### config.mk
export PLATFORM = sky130hd
export DESIGN_NAME = ilo_addr_gen
export DESIGN_NICKNAME = d
export VERILOG_FILES = /design/src/rtl/ilo_pkg.sv /design/src/rtl/ilo_addr_gen.sv
export SDC_FILE = /design/constraint.sdc
export NUM_CORES = 1
export LEC_CHECK = 0
export BUFFER_PORTS_ARGS = -buffer_cell sky130_fd_sc_hd__buf_2
export CORE_UTILIZATION = 33
export CTS_CLUSTER_SIZE = 30
export DETAILED_ROUTE_END_ITERATION = 10
export GPL_ROUTABILITY_DRIVEN = 0
export PLACE_DENSITY = 0.65
export SKIP_CTS_REPAIR_TIMING = 1
export SLEW_MARGIN = 20
export SYNTH_ARGS = -nofsm -noshare
export SYNTH_HDL_FRONTEND = slang
export SYNTH_SLANG_ARGS = --single-unit
### constraint.sdc
create_clock -name mclk_i -period 0.8 [get_ports mclk_i]
set_clock_uncertainty 0.1 [all_clocks]
set_input_delay 0.12 -clock mclk_i [delete_from_list [all_inputs] [get_ports mclk_i]]
set_output_delay 0.12 -clock mclk_i [all_outputs]
set_load 0.02 [all_outputs]
### src/rtl/ilo_pkg.sv
package ilo_pkg;

    // ----------------------------------------------------------------
    // widths
    // ----------------------------------------------------------------
    localparam int unsigned ADDR_W = 12;
    localparam int unsigned FILE_W = 8;
    localparam int unsigned BANK_W = 4;
    localparam int unsigned OPC_W = 16;

    // ----------------------------------------------------------------
    // address map constants
    // ----------------------------------------------------------------
    // highest file field that is taken as an offset
    localparam logic [FILE_W-1:0] IDX_MAX = 8'h5f;
    // window span above the pointer
    localparam logic [ADDR_W-1:0] WIN_SPAN = 12'h05f;
    // forced accesses at 60h and above land in the top bank
    localparam logic [BANK_W-1:0] TOP_BANK = 4'hf;
    localparam logic [BANK_W-1:0] LOW_BANK = 4'h0;
    localparam logic [ADDR_W-1:0] ADDR_RST = 12'h000;

    // ----------------------------------------------------------------
    // opcode layout of byte-oriented instructions (add w to file)
    // ----------------------------------------------------------------
    localparam int unsigned OPC_A_BIT = 8;
    localparam int unsigned OPC_D_BIT = 9;
    localparam int unsigned OPC_F_LSB = 0;

    // extended two-word instruction first-word prefixes
    localparam logic [7:0] XOP_PTR_ADD = 8'he8;
    localparam logic [7:0] XOP_PTR_SUB = 8'he9;
    localparam logic [15:0] XOP_ICALL = 16'h0014;
    localparam logic [8:0] XOP_IDX_ABS = 9'h1d6;
    localparam logic [8:0] XOP_IDX_IDX = 9'h1d7;
    // lowest opcode bit of the eight-bit and nine-bit prefixes
    localparam int unsigned XOP_BYTE_LSB = 8;
    localparam int unsigned XOP_NINE_LSB = 7;

    // ----------------------------------------------------------------
    // types
    // ----------------------------------------------------------------
    typedef enum logic [2:0] {
        ILO_MODE_NONE,
        ILO_MODE_BANKED,
        ILO_MODE_FORCED,
        ILO_MODE_INDEXED,
        ILO_MODE_INDIRECT
    } ilo_mode_e;

    typedef enum logic [2:0] {
        ILO_X_NONE,
        ILO_X_PTR_ADD,
        ILO_X_ICALL,
        ILO_X_IDX_ABS,
        ILO_X_IDX_IDX,
        ILO_X_PTR_SUB
    } ilo_xop_e;

    // one decode request from the instruction decoder
    typedef struct packed {
        logic valid;
        logic file_op;
        logic indirect;
        logic [ADDR_W-1:0] ind_addr;
        logic [OPC_W-1:0] opcode;
    } ilo_req_s;

    // pointer and bank state of the core
    typedef struct packed {
        logic [BANK_W-1:0] bank_sel;
        logic [ADDR_W-1:0] ptr_zero;
        logic [ADDR_W-1:0] ptr_one;
        logic [ADDR_W-1:0] ptr_two;
    } ilo_ptr_s;

    // generated operand address
    typedef struct packed {
        logic valid;
        ilo_mode_e mode;
        logic [ADDR_W-1:0] addr;
        logic dest_file;
        ilo_xop_e xop;
        logic [ADDR_W-1:0] win_lo;
        logic [ADDR_W-1:0] win_hi;
    } ilo_rsp_s;

endpackage

### src/rtl/ilo_addr_gen.sv
`timescale 1ns/1ps
// Behaviour
// - extended set, forced access, field <= 5Fh: address = pointer two + field.
// - access bit one: bank register plus field, extended set or not.
// - forced access with field 60h or above maps into F60h..FFFh.
// - indexed window spans pointer two through pointer two plus 95.
// - virtual indirect operands keep plain indirect addressing, no offset remap.
// - pointers zero/one, inherent/literal, register map unchanged by extended set.
// - extended set adds five two-word instructions to the decoder.
// - access bit, destination bit and 8-bit file field follow add-w-to-file layout.
// - outside indexed mode, access bit selects banked or access-bank address.
// - each pointer pair holds a 12-bit linear address.
module ilo_addr_gen
    import ilo_pkg::*;
(
    input wire logic mclk_i,
    input wire logic rst_b_i,
    input wire logic extended_set_enable_i,
    input wire ilo_req_s req_i,
    input wire ilo_ptr_s ptr_i,
    output ilo_rsp_s rsp_o
);


    // ----------------------------------------------------------------
    // operand fields and helper nets
    // ----------------------------------------------------------------
    logic acc_bit;
    logic dst_bit;
    logic [FILE_W-1:0] file_f;
    logic is_indirect;
    logic is_file;
    logic is_offset;
    logic [ADDR_W-1:0] idx_sum;
    logic [ADDR_W-1:0] win_top;

    // ----------------------------------------------------------------
    // registered response, one group per kind of result
    // ----------------------------------------------------------------
    logic valid_r;
    logic valid_nxt;
    ilo_mode_e mode_r;
    ilo_mode_e mode_nxt;
    logic [ADDR_W-1:0] addr_r;
    logic [ADDR_W-1:0] addr_nxt;
    logic dest_r;
    logic dest_nxt;
    logic [ADDR_W-1:0] win_lo_r;
    logic [ADDR_W-1:0] win_lo_nxt;
    logic [ADDR_W-1:0] win_hi_r;
    logic [ADDR_W-1:0] win_hi_nxt;
    ilo_xop_e xop_r;
    ilo_xop_e xop_nxt;

    // ----------------------------------------------------------------
    // field extraction
    // ----------------------------------------------------------------
    // add-w-to-file layout
    assign acc_bit = req_i.opcode[OPC_A_BIT];
    assign dst_bit = req_i.opcode[OPC_D_BIT];
    assign file_f = req_i.opcode[OPC_F_LSB +: FILE_W];

    // ----------------------------------------------------------------
    // operand classification
    // ----------------------------------------------------------------
    // indirect operand overrides file field
    assign is_indirect = req_i.valid && req_i.indirect;
    assign is_file = req_i.valid && req_i.file_op && !req_i.indirect;
    assign is_offset = extended_set_enable_i && !acc_bit && (file_f <= IDX_MAX);

    // ----------------------------------------------------------------
    // pointer arithmetic
    // ----------------------------------------------------------------
    // twelve-bit pointer sum
    // carry out of the top bit is dropped so the window wraps round data memory
    assign idx_sum = ADDR_W'(ptr_i.ptr_two + {{(ADDR_W-FILE_W){1'b0}}, file_f});
    assign win_top = ADDR_W'(ptr_i.ptr_two + WIN_SPAN);
    // pointers zero and one reach this block only through the chosen indirect address

    // ----------------------------------------------------------------
    // address group
    // ----------------------------------------------------------------
    always_comb
    begin
        valid_nxt = req_i.valid;
        mode_nxt = ILO_MODE_NONE;
        addr_nxt = ADDR_RST;
        dest_nxt = 1'b0;
        if (is_indirect)
        begin
            mode_nxt = ILO_MODE_INDIRECT;
            addr_nxt = req_i.ind_addr;
        end
        else if (is_file)
        begin
            dest_nxt = dst_bit;
            if (acc_bit)
            begin
                mode_nxt = ILO_MODE_BANKED;
                addr_nxt = {ptr_i.bank_sel, file_f};
            end
            else if (is_offset)
            begin
                mode_nxt = ILO_MODE_INDEXED;
                addr_nxt = idx_sum;
            end
            else if (file_f > IDX_MAX)
            begin
                mode_nxt = ILO_MODE_FORCED;
                addr_nxt = {TOP_BANK, file_f};
            end
            else
            begin
                mode_nxt = ILO_MODE_FORCED;
                addr_nxt = {LOW_BANK, file_f};
            end
        end
        else
        begin
            // inherent and literal instructions leave the address at rest
            mode_nxt = ILO_MODE_NONE;
        end
    end

    always_ff @(posedge mclk_i or negedge rst_b_i)
    begin
        if (!rst_b_i)
        begin
            valid_r <= 1'b0;
            mode_r <= ILO_MODE_NONE;
            addr_r <= ADDR_RST;
            dest_r <= 1'b0;
        end
        else
        begin
            valid_r <= valid_nxt;
            mode_r <= mode_nxt;
            addr_r <= addr_nxt;
            dest_r <= dest_nxt;
        end
    end

    // ----------------------------------------------------------------
    // indexed window bounds
    // ----------------------------------------------------------------
    // bounds follow pointer two
    // they track every cycle, so they stay meaningful between requests
    always_comb
    begin
        win_lo_nxt = ptr_i.ptr_two;
        win_hi_nxt = win_top;
    end

    always_ff @(posedge mclk_i or negedge rst_b_i)
    begin
        if (!rst_b_i)
        begin
            win_lo_r <= ADDR_RST;
            win_hi_r <= ADDR_RST;
        end
        else
        begin
            win_lo_r <= win_lo_nxt;
            win_hi_r <= win_hi_nxt;
        end
    end

    // ----------------------------------------------------------------
    // extended instruction decode
    // ----------------------------------------------------------------
    // five two-word instructions
    // only the first word is decoded here; the core fetches the second one
    always_comb
    begin
        xop_nxt = ILO_X_NONE;
        if (req_i.valid && extended_set_enable_i)
        begin
            // first-word patterns are disjoint, so the order of the tests is free
            if (req_i.opcode == XOP_ICALL)
            begin
                xop_nxt = ILO_X_ICALL;
            end
            else if (req_i.opcode[OPC_W-1:XOP_BYTE_LSB] == XOP_PTR_ADD)
            begin
                xop_nxt = ILO_X_PTR_ADD;
            end
            else if (req_i.opcode[OPC_W-1:XOP_BYTE_LSB] == XOP_PTR_SUB)
            begin
                xop_nxt = ILO_X_PTR_SUB;
            end
            else if (req_i.opcode[OPC_W-1:XOP_NINE_LSB] == XOP_IDX_ABS)
            begin
                xop_nxt = ILO_X_IDX_ABS;
            end
            else if (req_i.opcode[OPC_W-1:XOP_NINE_LSB] == XOP_IDX_IDX)
            begin
                xop_nxt = ILO_X_IDX_IDX;
            end
        end
    end

    always_ff @(posedge mclk_i or negedge rst_b_i)
    begin
        if (!rst_b_i)
        begin
            xop_r <= ILO_X_NONE;
        end
        else
        begin
            xop_r <= xop_nxt;
        end
    end

    // ----------------------------------------------------------------
    // response
    // ----------------------------------------------------------------
    // every field comes straight from its own flip-flop
    assign rsp_o = '{
        valid: valid_r,
        mode: mode_r,
        addr: addr_r,
        dest_file: dest_r,
        xop: xop_r,
        win_lo: win_lo_r,
        win_hi: win_hi_r
    };

endmodule

# Word level (Yosys, flattened, before mapping)
# Index checks and enable logic that the tools add are counted.
[op_classes] add_sub_neg=2 order_cmp=2 eq_ne=5 mux=17 n_reduce_logical=8
[op_table] cell="2-to-1 mux 12 bit" n=5
[op_table] cell="2-to-1 mux 3 bit" n=8
[op_table] cell="== test 9 bit, second input constant" n=2
[op_table] cell="== test 16 x 5 -> 1 bit, second input constant" n=1
[op_table] cell="== test 8 bit, second input constant" n=2
[op_table] cell="adder 12 x 7 -> 12 bit, second input constant" n=1
[op_table] cell="adder 12 x 8 -> 12 bit" n=1
[op_table] cell="> comparator 8 x 7 -> 1 bit, second input constant" n=1
[op_table] cell="<= comparator 8 x 7 -> 1 bit, second input constant" n=1
[op_table] cell="logical AND 1 bit" n=6
[op_table] cell="2-to-1 mux 1 bit" n=3
[op_table] cell="zero test 1 bit" n=2
[op_table] cell="2-to-1 mux 2 bit" n=1
[totals] register_bits=44 input_bits=74 out_inout_bits=44 elab_cells=41

# Logic depth before layout (Yosys ltp)
[depth] word_depth=7 depth_mapped=7 depth_no_buf=7

# Least setup slack after synthesis
# No wires, ideal clock.
[synth_path] path_type="input port to flip-flop" startpoint="in req_i[0] (netlist bit)" endpoint="reg addr_r[8]" setup_time_ps=129 arrival_ps=1531 required_time_ps=571 setup_slack_ps=-960 path_stages=7 n_path_buf=0 path_cell_list="ha_1 fa_1 a21o_1 a221oi_2 o21ai_1 nand3b_1 nand3_1"
[synth_via] elab_chain_len=6 word_cells_on_any_way=9 classes_between="add/sub (1); order compare (2); mux (5); reduce/logical (1)"
[synth_lines] item="start, declared" line="ilo_addr_gen.sv:19" rtl="input wire ilo_req_s req_i,"
[synth_lines] item="> comparator 8 x 7 -> 1 bit or <= comparator 8 x 7 -> 1 bit (tied branches)" line="ilo_addr_gen.sv:107, ilo_addr_gen.sv:69"
[synth_lines] item="2-to-1 mux 12 bit or logical AND 1 bit (tied branches)" line="ilo_addr_gen.sv:107, ilo_addr_gen.sv:69"
[synth_lines] item="2-to-1 mux 12 bit (*)" line="ilo_addr_gen.sv:102" rtl="else if (is_offset)"
[synth_lines] item="2-to-1 mux 12 bit (*)" line="ilo_addr_gen.sv:97" rtl="if (acc_bit)"
[synth_lines] item="2-to-1 mux 12 bit (*)" line="ilo_addr_gen.sv:94" rtl="else if (is_file)"
[synth_lines] item="2-to-1 mux 12 bit (*)" line="ilo_addr_gen.sv:89" rtl="if (is_indirect)"
[synth_lines] item="via addr_nxt[8]" line="ilo_addr_gen.sv:45" rtl="logic [ADDR_W-1:0] addr_nxt;"
[synth_lines] item="end signal, assigned" line="ilo_addr_gen.sv:138" rtl="addr_r <= addr_nxt;"
[synth_lines] item="end, declared" line="ilo_addr_gen.sv:44" rtl="logic [ADDR_W-1:0] addr_r;"
# The timed path passes the listed nets; every way through them passes the cells marked *.

# Worst setup path in the final report
[layout_path] startpoint="in ptr_i[0] (netlist bit)" endpoint="reg addr_r[8]"
[layout_via] elab_chain_len=5
[layout_lines] item="start, declared" line="ilo_addr_gen.sv:20" rtl="input wire ilo_ptr_s ptr_i,"
[layout_lines] item="adder 12 x 8 -> 12 bit" line="ilo_addr_gen.sv:76" rtl="assign idx_sum = ADDR_W'(ptr_i.ptr_two + {{(ADDR_W-FILE_W){1'b0}}, file_f});"
[layout_lines] item="2-to-1 mux 12 bit" line="ilo_addr_gen.sv:102"
[layout_lines] item="2-to-1 mux 12 bit" line="ilo_addr_gen.sv:97"
[layout_lines] item="2-to-1 mux 12 bit" line="ilo_addr_gen.sv:94"
[layout_lines] item="2-to-1 mux 12 bit" line="ilo_addr_gen.sv:89"
[layout_lines] item="via addr_nxt[8]" line="ilo_addr_gen.sv:45"
# The timed path passes the listed nets, and every way through them passes these cells.

==> metrics.yaml <==
cts_buffers: 5
crit_path_end: "addr_r[8]$_DFF_PN0_"
synth_warnings: 0
ff_latch_area_sq_mm: 0.00110
multi_input_area_sq_mm: 0.00122
start_util_pct: 34.2
worst_pin_slew_ns: 0.480
critical_path_class: "in -> reg"
fin_area_sq_mm: 0.00392
yosysTopAreaCell: "dfrtp_1"
violations: "negative hold slack, negative setup slack"
finalCritPeriodShare_pct: 190
num_rows: 29
arrival_ns: 1.59
finalWirelength_mm: 6.47
fmax_mhz: 659
synth_area_leaders: "dfrtp_1 (51%), ha_1 (5.2%), xnor2_1 (3.6%), nand2_1 (2.6%), o21ai_1 (2.5%)"
grt_max_degree: 45
status: "finished, violations left"
grt_setup_unrepaired: "yes"
drive_above_1_share_pct: 57.0
post-route-min-period_ns: 1.52
maxCapViolCount: 0
dr.pass1.iters: 4
ys_seq_area_share_pct: 50.6
synth_top_area_share_pct: 50.6
route.detailed.drc: 0
synth_edf_count: 0
clock_sinks: 44
grt_overflow: 0
drt_iter0_markers: 43
antenna_cells: 0
setup_violations: 66
place_area_sq_mm: 0.00324
synthArstFlopShare_pct: 100
min-delay-path-class: "in -> reg"
core_area_sq_mm: 0.00635
synth_area_sq_mm: 0.00217
grtUsageTotal_pct: 18.1
startpoint_type: "input pin"
syn_nets: 286
cp-end-kind: "flip-flop"
path_clk_slew_ns: 0.08
ys_types: 49
drv_slew: 0
hold_ws_ns: -0.0647
ys_ff_latch: 44
peakVddDrop_v: 0.000929
vias_per_cell: 4.92
grt_pass1_vias: 2024
cts-htree-levels: 2
setup.worst_path.start: "ptr_i[0]"
area_delta_synth_final_pct: 80.2
die_x_um: 83.2
grt_pass1_wl_mm: 9.93
path_max_fanout: 4
synthTopCellsByCount: "dfrtp_1 (44), nand2_1 (15), nor2_1 (11), o21ai_1 (11), a21oi_1 (10)"
powerDensity_mw_per_mm2: 1430
layout.nets: 446
synthCells: 202
grt_antenna_before_repair: 0
place_hpwl_mm: 4.84
slew_headroom_pct: 68.0
root_buffer: "clkbuf_8"
hold_viol_final: 11
final.setup.worst_slack_ns: -0.718
dp_worst_setup_slack_ns: -1.04
port_buffers: 93
synth-main-ff-cell: "dfrtp_1"
power_leakage_nw: 1.89
cts_tree: "built"
synth.avg_cell_area_sq_um: 10.8
fill_cells: 526
drtAntennaViolNets: 0
clk_path_buf_depth: 2
crit_required_ns: 0.87
die_h_um: 83.2
routedWlPerCell_um: 14.7
die_area_sq_mm: 0.00692
num_vias: 2163
io_pins: 118
yosysMostFrequentCell: "dfrtp_1"
-- metal layers --
| metal | share of wire [%] | up-vias | track usage (%) |
|---|---|---|---|
| li1 | - | 1053 | - |
| met1 | 46 | 1016 | 26.0 |
| met2 | 48 | 80 | 28.8 |
| met3 | 3.6 | 14 | 2.09 |
| met4 | 2.2 | 0 | 5.17 |
| met5 | 0 | - | 0 |
-- cells in the final DEF, fill, tap and decap left out, types with 2 or more instances in the layout --
cell           instances
nor2_1                 9
a21oi_1                8
dfrtp_1               44
o21ai_2                2
buf_12                 3
clkbuf_8               6
dlygate4sd3_1          2
a211oi_2               2
ha_4                   4
a32oi_1                3
ha_1                   5
mux2i_1                2
xnor2_1                9
nor2_2                 2
nand3b_1               3
buf_8                  2
a21o_1                 4
buf_4                 54
nand3_2                4
o21ai_4                2
nand2_1               14
and3_1                 5
buf_2                 44
nand4_1                4
nor3_2                 4
inv_1                  5
xor2_1                 5
o21ai_1                8
nand3_1                2
buf_6                 56
clkinv_2               2
a21oi_2                2
o21ai_0                7
-- sequential cells by signal (all words and copies together), names as in the netlist --
name      count
win_hi_r     12
addr_r       12
mode_r        3
dest_r        1
xop_r         3
win_lo_r     12
valid_r       1
-- where the power goes --
group	switching, W	internal [W]
registers	0.0000591	0.00236
clock network	0.000773	0.000690
logic	0.000832	0.000897
total	0.00166	0.00394
-- worst max-delay path: stages --
cell and delay, ns:
buf_6 0.10, ha_4 0.16, fa_2 0.35, a21o_1 0.23
a221oi_2 0.22, buf_4 0.19, o21ai_4 0.07, nand3b_1 0.10
nand3_1 0.07
-- metrics by stage --
stage                     power [W]  setup TNS (ns)  hold slack, ns  cells  util, %
after floorplan             0.00310           -9.29          -0.276    202        -
after global placement      0.00380          -16.56          0.0106    421     51.1
after detailed placement    0.00382          -17.09          0.0126    421     51.1
after CTS                   0.00529          -19.68          -0.315    429     52.6
after global routing        0.00587          -20.62         -0.0482    440     61.7
final                       0.00561          -18.25         -0.0647    440     61.7
-- how the worst min path moves through the flow --
stage,depth (start not counted),startpoint,to
after floorplan,0,rst_b_i,addr_r[0]$_DFF_PN0_
after global placement,2,rst_b_i,win_lo_r[8]$_DFF_PN0_
after detailed placement,2,rst_b_i,win_lo_r[8]$_DFF_PN0_
after CTS,2,rst_b_i,win_lo_r[9]$_DFF_PN0_
after global routing,2,req_i[20],addr_r[4]$_DFF_PN0_
final,3,req_i[17],addr_r[1]$_DFF_PN0_
-- final cells by class --
cell class                      count  share of cell area, %
Timing Repair Buffer              161                   34.9
Clock inverter                      2                  0.255
Multi-Input combinational cell    143                   31.1
Tap cell                           77                   2.46
Clock buffer                        6                   2.11
Inverter                            7                   1.12
Sequential cell                    44                   28.1
-- logic make-up after synthesis --
group,after synthesis,share of synthesized area (%)
DFF,44,50.6
muxes,2,0.921
and+or+nand+nor,62,15.6
xor gates and xnor gates,14,5.64
buffers and inverters,15,3.16
adders and majority gates,10,6.10
AOI/OAI and AO/OA,55,18.0
(Power assumes the default switching activity.)
